**config.mk**
```make
export PLATFORM = sky130hd
export DESIGN_NAME = lbsc_top
export DESIGN_NICKNAME = d
export VERILOG_FILES = /design/src/common/lbsc_pkg.sv /design/src/common/lbsc_cfg_if.sv /design/src/rtl/lbsc_cfg_store.sv /design/src/rtl/lbsc_top.sv
export SDC_FILE = /design/constraint.sdc
export NUM_CORES = 1
export LEC_CHECK = 0
export BUFFER_PORTS_ARGS = -buffer_cell sky130_fd_sc_hd__buf_2
export CORE_MARGIN = 5
export CORE_UTILIZATION = 35
export CTS_BUF_LIST = sky130_fd_sc_hd__clkbuf_4
export CTS_CLUSTER_SIZE = 24
export DETAILED_ROUTE_END_ITERATION = 12
export SETUP_SLACK_MARGIN = 0.05
export SLEW_MARGIN = 20
export SYNTH_ARGS = -nofsm -noshare
export SYNTH_HDL_FRONTEND = slang
export SYNTH_SLANG_ARGS = --single-unit
```
**constraint.sdc**
```tcl
create_clock -name core_clk_in -period 2 [get_ports core_clk_in]
set_input_delay 0 -clock core_clk_in [delete_from_list [all_inputs] [get_ports core_clk_in]]
set_output_delay 0 -clock core_clk_in [all_outputs]
set_load 0.005 [all_outputs]
```
**src/common/lbsc_pkg.sv**
```systemverilog
// constants and types shared by the lcd bias serial control block
package lbsc_pkg;
  localparam logic [6:0] LBSC_SLAVE_ADDR    = 7'h2C;
  localparam int         LBSC_SEL_BIT       = 7;
  localparam int         LBSC_SHUTDOWN_N_PIN_BIT      = 6;
  localparam int         LBSC_PANEL_BIT     = 5;
  localparam int         LBSC_DAC_MSB       = 4;
  localparam logic [1:0] LBSC_RUN_RESET     = 2'h3;
  localparam logic [1:0] LBSC_STBY_RESET    = 2'h0;
  localparam logic [4:0] LBSC_DAC_RESET     = 5'h10;
  localparam logic [1:0] LBSC_RSVD_BITS     = 2'h0;
  localparam int         LBSC_DAC_LEVELS    = 32;

  typedef enum logic [2:0] {
    LBSC_IDLE,
    LBSC_ADDR,
    LBSC_ADDR_ACK,
    LBSC_WDATA,
    LBSC_WACK,
    LBSC_RDATA,
    LBSC_RACK
  } lbsc_state_t;
endpackage

```
**src/common/lbsc_cfg_if.sv**
```systemverilog
// carries decoded configuration writes from the serial engine to the register store
`timescale 1ns/1ps
interface lbsc_cfg_if;
  logic       wr_stb;
  logic [7:0] wr_byte;
  logic [1:0] run_cfg;
  logic [1:0] stby_cfg;
  logic [4:0] dac_code;
  modport engine (output wr_stb, output wr_byte, input run_cfg, input stby_cfg, input dac_code);
  modport store  (input wr_stb, input wr_byte, output run_cfg, output stby_cfg, output dac_code);
endinterface

```
**src/rtl/lbsc_cfg_store.sv**
```systemverilog
// configuration and dac code registers loaded from written bytes
`timescale 1ns/1ps
module lbsc_cfg_store
  import lbsc_pkg::*;
(
  // clock and reset
  input  wire logic core_clk_in,
  input  wire logic rstn_in,
  // write side
  lbsc_cfg_if.store cfg
);
  logic [1:0] run_q;
  logic [1:0] stby_q;
  logic [4:0] dac_q;

  always_ff @(posedge core_clk_in) begin
    if (!rstn_in) begin
      run_q  <= LBSC_RUN_RESET;
      stby_q <= LBSC_STBY_RESET;
    end else if (cfg.wr_stb) begin
      if (cfg.wr_byte[LBSC_SEL_BIT]) begin
        run_q <= cfg.wr_byte[LBSC_SHUTDOWN_N_PIN_BIT:LBSC_PANEL_BIT];
      end else begin
        stby_q <= cfg.wr_byte[LBSC_SHUTDOWN_N_PIN_BIT:LBSC_PANEL_BIT];
      end
    end
  end

  // every write loads the code, whatever the select bit
  always_ff @(posedge core_clk_in) begin
    if (!rstn_in) begin
      dac_q <= LBSC_DAC_RESET;
    end else if (cfg.wr_stb) begin
      dac_q <= cfg.wr_byte[LBSC_DAC_MSB:0];
    end
  end

  assign cfg.run_cfg  = run_q;
  assign cfg.stby_cfg = stby_q;
  assign cfg.dac_code = dac_q;
endmodule

```
**src/rtl/lbsc_top.sv**
```systemverilog
// lcd bias serial control: smbus slave, config registers, status and panel switch
`timescale 1ns/1ps
module lbsc_top
  import lbsc_pkg::*;
(
  // clock and reset
  input  wire logic       core_clk_in,
  input  wire logic       rstn_in,
  // smbus pins
  input  wire logic       smb_scl_in,
  input  wire logic       smb_sda_in,
  output logic            smb_sda_out,
  output logic            smb_sda_oe_out,
  // analog side
  input  wire logic       low_power_select_pin_in,
  input  wire logic       power_good_sense_in,
  output logic            panel_switch_n_out,
  output logic            panel_switch_n_oe_out,
  output logic            shutdown_n_pin_out,
  output logic [4:0]      dac_code_out
);
  lbsc_cfg_if cfg ();

  lbsc_cfg_store u_store (
    .core_clk_in (core_clk_in),
    .rstn_in     (rstn_in),
    .cfg         (cfg)
  );

  // two-stage synchronisers; stage one read only by stage two
  logic [1:0] scl_sync_q;
  logic [1:0] sda_sync_q;
  logic [1:0] sel_sync_q;
  logic [1:0] pg_sync_q;
  logic       scl_prev_q;
  logic       sda_prev_q;

  always_ff @(posedge core_clk_in) begin
    if (!rstn_in) begin
      scl_sync_q <= 2'h3;
      sda_sync_q <= 2'h3;
      // run side first, so shutdown does not blink low while the pin is still in flight
      sel_sync_q <= 2'h3;
      pg_sync_q  <= 2'h0;
      scl_prev_q <= 1'h1;
      sda_prev_q <= 1'h1;
    end else begin
      scl_sync_q <= {scl_sync_q[0], smb_scl_in};
      sda_sync_q <= {sda_sync_q[0], smb_sda_in};
      sel_sync_q <= {sel_sync_q[0], low_power_select_pin_in};
      pg_sync_q  <= {pg_sync_q[0], power_good_sense_in};
      scl_prev_q <= scl_sync_q[1];
      sda_prev_q <= sda_sync_q[1];
    end
  end

  logic scl_s;
  logic sda_s;
  logic scl_rise;
  logic scl_fall;
  logic start_ev;
  logic stop_ev;
  assign scl_s    = scl_sync_q[1];
  assign sda_s    = sda_sync_q[1];
  assign scl_rise = scl_s && !scl_prev_q;
  assign scl_fall = !scl_s && scl_prev_q;
  assign start_ev = scl_s && scl_prev_q && sda_prev_q && !sda_s;
  assign stop_ev  = scl_s && scl_prev_q && !sda_prev_q && sda_s;

  // active configuration and derived status
  logic [1:0] active_cfg;
  logic       running;
  logic       panel_en;
  logic       pg_s;
  logic [7:0] status_byte;
  assign active_cfg = sel_sync_q[1] ? cfg.run_cfg : cfg.stby_cfg;
  assign running    = active_cfg[1];
  assign panel_en   = active_cfg[0];
  assign pg_s       = pg_sync_q[1];
  assign status_byte = {pg_s && running, LBSC_RSVD_BITS, cfg.dac_code};

  // serial engine; never gated by shutdown so the host can wake the part
  lbsc_state_t state_q;
  logic [7:0]  shift_q;
  logic [3:0]  bit_cnt_q;
  logic        is_read_q;
  logic        sda_low_q;
  logic        wr_stb_q;
  logic        data_done_q;

  always_ff @(posedge core_clk_in) begin
    if (!rstn_in) begin
      state_q     <= LBSC_IDLE;
      shift_q     <= 8'h00;
      bit_cnt_q   <= 4'h0;
      is_read_q   <= 1'b0;
      sda_low_q   <= 1'b0;
      wr_stb_q    <= 1'b0;
      data_done_q <= 1'b0;
    end else begin
      wr_stb_q <= 1'b0;
      if (start_ev) begin
        state_q     <= LBSC_ADDR;
        bit_cnt_q   <= 4'h0;
        sda_low_q   <= 1'b0;
        data_done_q <= 1'b0;
      end else if (stop_ev) begin
        state_q   <= LBSC_IDLE;
        sda_low_q <= 1'b0;
      end else begin
        unique case (state_q)
          LBSC_IDLE: begin
            sda_low_q <= 1'b0;
          end
          LBSC_ADDR: begin
            if (scl_rise) begin
              shift_q   <= {shift_q[6:0], sda_s};
              bit_cnt_q <= bit_cnt_q + 4'h1;
            end else if (scl_fall && bit_cnt_q == 4'h8) begin
              if (shift_q[7:1] == LBSC_SLAVE_ADDR) begin
                is_read_q <= shift_q[0];
                sda_low_q <= 1'b1;
                state_q   <= LBSC_ADDR_ACK;
              end else begin
                state_q <= LBSC_IDLE;
              end
            end
          end
          LBSC_ADDR_ACK: begin
            if (scl_fall) begin
              bit_cnt_q <= 4'h0;
              if (is_read_q) begin
                shift_q   <= {status_byte[6:0], 1'b0};
                sda_low_q <= !status_byte[7];
                state_q   <= LBSC_RDATA;
              end else begin
                sda_low_q <= 1'b0;
                state_q   <= LBSC_WDATA;
              end
            end
          end
          LBSC_WDATA: begin
            if (scl_rise) begin
              shift_q   <= {shift_q[6:0], sda_s};
              bit_cnt_q <= bit_cnt_q + 4'h1;
            end else if (scl_fall && bit_cnt_q == 4'h8) begin
              // single-byte protocol: extra bytes are not acknowledged
              if (!data_done_q) begin
                wr_stb_q  <= 1'b1;
                sda_low_q <= 1'b1;
              end
              data_done_q <= 1'b1;
              state_q     <= LBSC_WACK;
            end
          end
          LBSC_WACK: begin
            if (scl_fall) begin
              sda_low_q <= 1'b0;
              bit_cnt_q <= 4'h0;
              state_q   <= LBSC_WDATA;
            end
          end
          LBSC_RDATA: begin
            if (scl_fall) begin
              bit_cnt_q <= bit_cnt_q + 4'h1;
              if (bit_cnt_q == 4'h7) begin
                sda_low_q <= 1'b0;
                state_q   <= LBSC_RACK;
              end else begin
                sda_low_q <= !shift_q[7];
                shift_q   <= {shift_q[6:0], 1'b0};
              end
            end
          end
          LBSC_RACK: begin
            if (scl_fall) begin
              state_q <= LBSC_IDLE;
            end
          end
        endcase
      end
    end
  end

  assign cfg.wr_stb  = wr_stb_q;
  assign cfg.wr_byte = shift_q;

  // open drain: output value fixed low, enable carries the drive
  assign smb_sda_out    = 1'b0;
  assign smb_sda_oe_out = sda_low_q;

  logic panel_on_q;
  logic run_q;
  logic [4:0] dac_q;
  always_ff @(posedge core_clk_in) begin
    if (!rstn_in) begin
      panel_on_q <= 1'b0;
      run_q      <= 1'b1;
      dac_q      <= LBSC_DAC_RESET;
    end else begin
      panel_on_q <= pg_s && panel_en;
      run_q      <= running;
      dac_q      <= cfg.dac_code;
    end
  end

  assign panel_switch_n_out    = 1'b0;
  assign panel_switch_n_oe_out = panel_on_q;
  assign shutdown_n_pin_out    = run_q;
  assign dac_code_out          = dac_q;
endmodule

```
Word-level counts from Yosys, hierarchy flattened. Cells that the tools add are included.

Eq/ne operators: 33. Reductions and logical operators: 36. Bitwise gates (word level): 7. Multiplexer cells: 38. Add/subtract/negate cells: 1.

Operators with widths (number): two-way mux 8 bit (5); inequality test 4 bit (second input constant) (9); two-way mux 3 bit (10); AND reduction 10 bit (3); inequality test 2 bit (second input constant) (13); case mux 8 bit (3 select lines) (1); case mux 3 bit (6 select lines) (1); two-way mux 1 bit (14); two-way mux 4 bit (3); case mux 4 bit (3 select lines) (1); nonzero test 6 bit (2); logical AND 1 bit (10); == test 3 bit (second input constant) (3); AND reduction 8 bit (1); nonzero test 8 bit (1); == test 7 x 6 -> 1 bit (second input constant) (1); NOT 1 bit (7); == test 3 x 2 -> 1 bit (second input constant) (2); zero test 1 bit (6); case mux 1 bit (6 select lines) (1); AND reduction 6 bit (1); nonzero test 3 bit (2); OR reduction 2 bit (3); OR reduction 6 bit (1); 11 further kinds (14).

Register bits: 45. Output and inout bits: 10. Bits of input ports: 6.

Longest topological paths before layout.
Depth in word-level cells: 8. Gate-level depth with buffers: 7.

Cells and area by module. Synthesis repeated with hierarchy kept, for this count alone.

Cells, all modules: 228. Area total of the unflattened synthesis: 2112.0 µm².

By module, submodules not included: lbsc_top (times used 1, area each 1746.7 µm², cells each 193); lbsc_cfg_store (times used 1, area each 365.4 µm², cells each 35).

Worst setup path before layout. Ideal clock, no wire load.

Path kind: reg2reg. Start point: reg state_q[0]. End point: reg shift_q[5], in the netlist cfg.wr_byte[5]. Period minus slack after synthesis: 1710 ps. Stages on the path, launching flop included: 7. Library setup time: 79 ps. Slack: 290 ps. Arrival time: 1631 ps. Required time: 1921 ps. Path through: dfxtp_1 -> nand4bb_1 -> or2_1 -> a2111oi_4 -> buf_6 -> nor2_1 -> a211oi_2.

Cells in the longest elaborated chain, start to end: 4. Elaborated cells between the ends (all ways): 13. Those cells by class: eq/ne (9); mux (1); reduce/logical (3).

RTL lines: start, declared (line lbsc_top.sv:83) `lbsc_state_t state_q;`; start signal, assigned (line lbsc_top.sv:93) `state_q <= LBSC_IDLE;`; start signal, assigned (line lbsc_top.sv:103) `state_q <= LBSC_ADDR;`; start signal, assigned (line lbsc_top.sv:108) `state_q <= LBSC_IDLE;`; == test 3 x 2 -> 1 bit / == test 3 x 1 -> 1 bit (equally long branches) (line lbsc_top.sv:111) `unique case (state_q)`; OR reduction 2 bit (no line); inequality test 2 x 1 -> 1 bit (no line) / nonzero test 3 bit (equally long branches); AND reduction 8 bit (no line); end signal, assigned (line lbsc_top.sv:117) `shift_q <= {shift_q[6:0], sda_s};`; end signal, assigned (line lbsc_top.sv:133) `shift_q <= {status_byte[6:0], 1'b0};`; end signal, assigned (line lbsc_top.sv:144) `shift_q <= {shift_q[6:0], sda_s};`; end, declared (line lbsc_top.sv:84) `logic [7:0] shift_q;`.

Several ways; a longest one is shown, not always the timed one. A chain may end at the register's enable or synchronous reset.

Worst setup path in the final report.
Start point: reg scl_sync_q[1]. End point: reg shift_q[3], in the netlist cfg.wr_byte[3].

Cells in the longest elaborated chain, start to end: 5. Elaborated cells between the ends (all ways): 14. Those cells by class: eq/ne (3); bitwise (2); reduce/logical (9).

RTL lines: start, declared (line lbsc_top.sv:31) `logic [1:0] scl_sync_q;`; start signal, assigned (line lbsc_top.sv:48) `scl_sync_q <= {scl_sync_q[0], smb_scl_in};`; parallel branches: the longest is 4 deep, another holds inequality test 2 bit; AND reduction 8 bit (no line) *.

Every way passes the cells marked *.

==> flow_summary_export.csv <==
group,metric,value,unit
clock_network,clock_path_buffers,2,
worst_setup_path,crit_fanout,16,
clock_network,cts.clk_slew.worst_paths,0.14,ns
yosys,ys_ff_latch,45,
timing,setup_viol,0,
finish,final_layout_size_suffix_gt1_share,16.26,%
worst_setup_path,critPathKind,"flop to flop",
drt,drt_iter0_markers,100,
clock_network,post_cts_buffers,0,
global_route,grt_antenna_before_repair,0,
floorplanning,start_util,36.45,%
drt,drc,0,
yosys,synthArstFlopShare,0,%
worst_setup_path,cp.arrival,2.09,ns
worst_setup_path,cp_cell_sequence,"nand4bb_1 > or2_1 > a2111oi_4 > buf_12 > nor2_1 > a211oi_1",
yosys,synth_top_area_share,44.33,%
global_route,grt_usage,11.92,%
clock_network,cts_buffers,5,
timing,skew,0.01421,ns
yosys,yosysTopAreaCell,"dfxtp_1",
finish,insertedDiodeCount,0,
yosys,synth_edf_count,0,
yosys,synth_area,0.002032,mm²
clock_network,clk_latency,0.36,ns
finish,final_nets,253,
finish,instances_no_fill,318,
worst_setup_path,cp_slowest_stage_delay,0.40,ns
timing,fin_crit_sh,90.60,%
timing,fin_tns_setup,0,ns
yosys,yosysMostFrequentCell,"dfxtp_1",
timing,rsz0062_at_grt,"false",
clock_network,htreeDepth,2,
worst_setup_path,crit_required,2.28,ns
global_route,grt_pass1_vias,1519,
global_route,overflow,0,
floorplanning,fp.dieH,86.20,µm
timing,max-slew-margin-rel,64.82,%
worst_setup_path,cp-end-kind,"flop",
place,gp_congestion,0.8313,
floorplanning,ios,16,
clock_network,cts_tree,"built",
yosys,synth_top_flop_cell,"dfxtp_1",
timing,slew_violations,0,
finish,syn_to_final_growth,15.64,%
worst_setup_path,slowest_stage,"a2111oi_4",
global_route,grt_max_degree,17,
power,pwr_density_cell,669.4,mW/mm²
drt,vias,1593,
place,portBuffers,13,
floorplanning,coreArea,0.005574,mm²
global_route,grt_pass1_wl,7058,µm
timing,whs,0.3539,ns
place,dp_hpwl,2786,µm
outcome,outcome,"finished, final reports clean",
yosys,yosys-top-cells-area,"dfxtp_1 44%, mux2i_1 8.4%, nand2b_1 5.8%",
clock_network,cts.sinks,45,
timing,fin_crit,1.812,ns
hold_path,holdCritPathClass,"input port to flop",
drt,wl_per_cell,12.60,µm
worst_setup_path,start_kind,"flop",
yosys,yosys-top-cells-count,"45 x dfxtp_1, 27 x nor2_1, 19 x nand2b_1",
timing,fmax,551.9,MHz
place,placed_cells,303,
yosys,yosysWarnings,0,
yosys,syn_avg_cell_area,9.153,µm²
yosys,syn-instance-count,222,
power,peakVddDrop,0.0003450,V
floorplanning,rows,27,
timing,timing_worst_slew_pin_value,0.5272,ns
drt,vias_per_cell,5.009,
clock_network,clock-root-buffer,"clkbuf_4",
floorplanning,die_w,86.20,µm
timing,final_hold_viol_count,0,
floorplanning,die_area,0.007430,mm²
drt,dr.pass1.iters,4,
yosys,ys_types,51,
drt,drtAntennaViolNets,0,
drt,routed_wl,4008,µm
job,maxCapViolCount,0,
yosys,seq_area_frac_synth,44.33,%
power,cellLeakagePower,0.8704,nW
placed cells by master (no fill, tap or decap), types with 2 or more instances in the layout:
master,instances
nor2b_1,5
nand4b_1,3
mux2i_1,17
o21ai_0,2
a211oi_1,4
clkbuf_4,6
nor2_1,27
dlygate4sd3_1,7
dfxtp_1,44
and2_1,6
nor4_1,2
conb_1,2
a211oi_2,2
or3_1,2
nand3b_1,3
nand2_1,13
nand3_1,10
nor3_1,2
buf_4,6
inv_1,7
and3_1,2
ha_1,2
a21oi_1,10
buf_2,13
nand2b_1,19
power breakdown:
group / internal (mW) / leakage (nW) / switching [mW] / total, mW
registers: 0.907 / 0.364 / 0.00732 / 0.915
logic: 0.0370 / 0.460 / 0.0389 / 0.0759
clock network: 0.280 / 0.0459 / 0.302 / 0.583
registers in the layout, indices dropped and copies added, names as in the netlist, 2 cells and up:
name and cells:
scl_sync_q 2, u_store.cfg.run_cfg 2, state_q 3, cfg.wr_byte 8, sda_sync_q 2, sel_sync_q 2, pg_sync_q 2, u_store.cfg.stby_cfg 2
u_store.cfg.dac_code 5, bit_cnt_q 4, dac_code_out 5
worst max-delay path, delay by kind of cell, from the launching register on:
kind	cells	cell delay, ns
flip-flops	1	0.39
buffers and inverters	1	0.19
AND/OR/NAND/NOR	3	0.55
AO/OA/AOI/OAI	2	0.61
per-stage QoR:
stage	cell area, µm²	total power [mW]	util (%)	setup WS [ns]
final	2350	1.573	42.15	0.1880
after global routing	2350	1.651	42.15	0.1053
after CTS	2349	1.594	42.13	0.1103
after detailed placement	2195	1.000	39.37	0.1744
after global placement	2195	0.9993	39.37	0.2094
after floorplan	2036	0.9808	-	0.2895
area by class of cell:
| cell class | instances | area, µm² |
|---|---|---|
| clock buffers | 6 | 45.04 |
| clock inverters | 2 | 38.79 |
| fillers | 579 | 3224 |
| inverters | 7 | 26.28 |
| multi-input cells | 159 | 1047 |
| flip-flops and latches | 45 | 902.1 |
| well taps | 72 | 90.09 |
| repair buffers | 27 | 200.2 |
per-layer routing:
metal	global-route usage, %	share of wire, %	vias to the layer above
met3	2.947	4.0	6
met5	0	0	-
met4	5.524	1.7	0
met1	15.45	49	742
met2	18.64	45	29
li1	-	-	816
kinds of logic after synthesis:
family	after synthesis	share of synthesized area (%)
other	1	0.1846
AND/OR/NAND/NOR	102	27.22
adder cells (fa/ha/maj)	2	1.231
multiplexers	18	8.928
AO/OA/AOI/OAI	34	13.36
XOR/XNOR	1	0.4311
flip-flops	45	44.33
buffers and inverters	19	4.310
worst paths after layout:
| check | slack, ns | to | from | cells after the start |
|---|---|---|---|---|
| hold reg to reg | 0.42 | scl_sync_q[1]$_SDFF_PN1_ | scl_sync_q[0]$_SDFF_PN1_ | 1 |
| hold / removal | 0.35 | sda_sync_q[0]$_SDFF_PN1_ | smb_sda_in | 3 |
| setup reg to reg | 0.19 | cfg.wr_byte[3]$_SDFFE_PN0P_ | scl_sync_q[1]$_SDFF_PN1_ | 6 |
| setup / recovery | 0.19 | cfg.wr_byte[3]$_SDFFE_PN0P_ | scl_sync_q[1]$_SDFF_PN1_ | 6 |
what timing repair did:
action                     4_1_cts  5_1_grt
hold endpoints to repair        10        0
hold buffers                     7        0
gates resized for setup          0        1
setup endpoints to repair        0        5
Power figures use the tool's default switching activity.
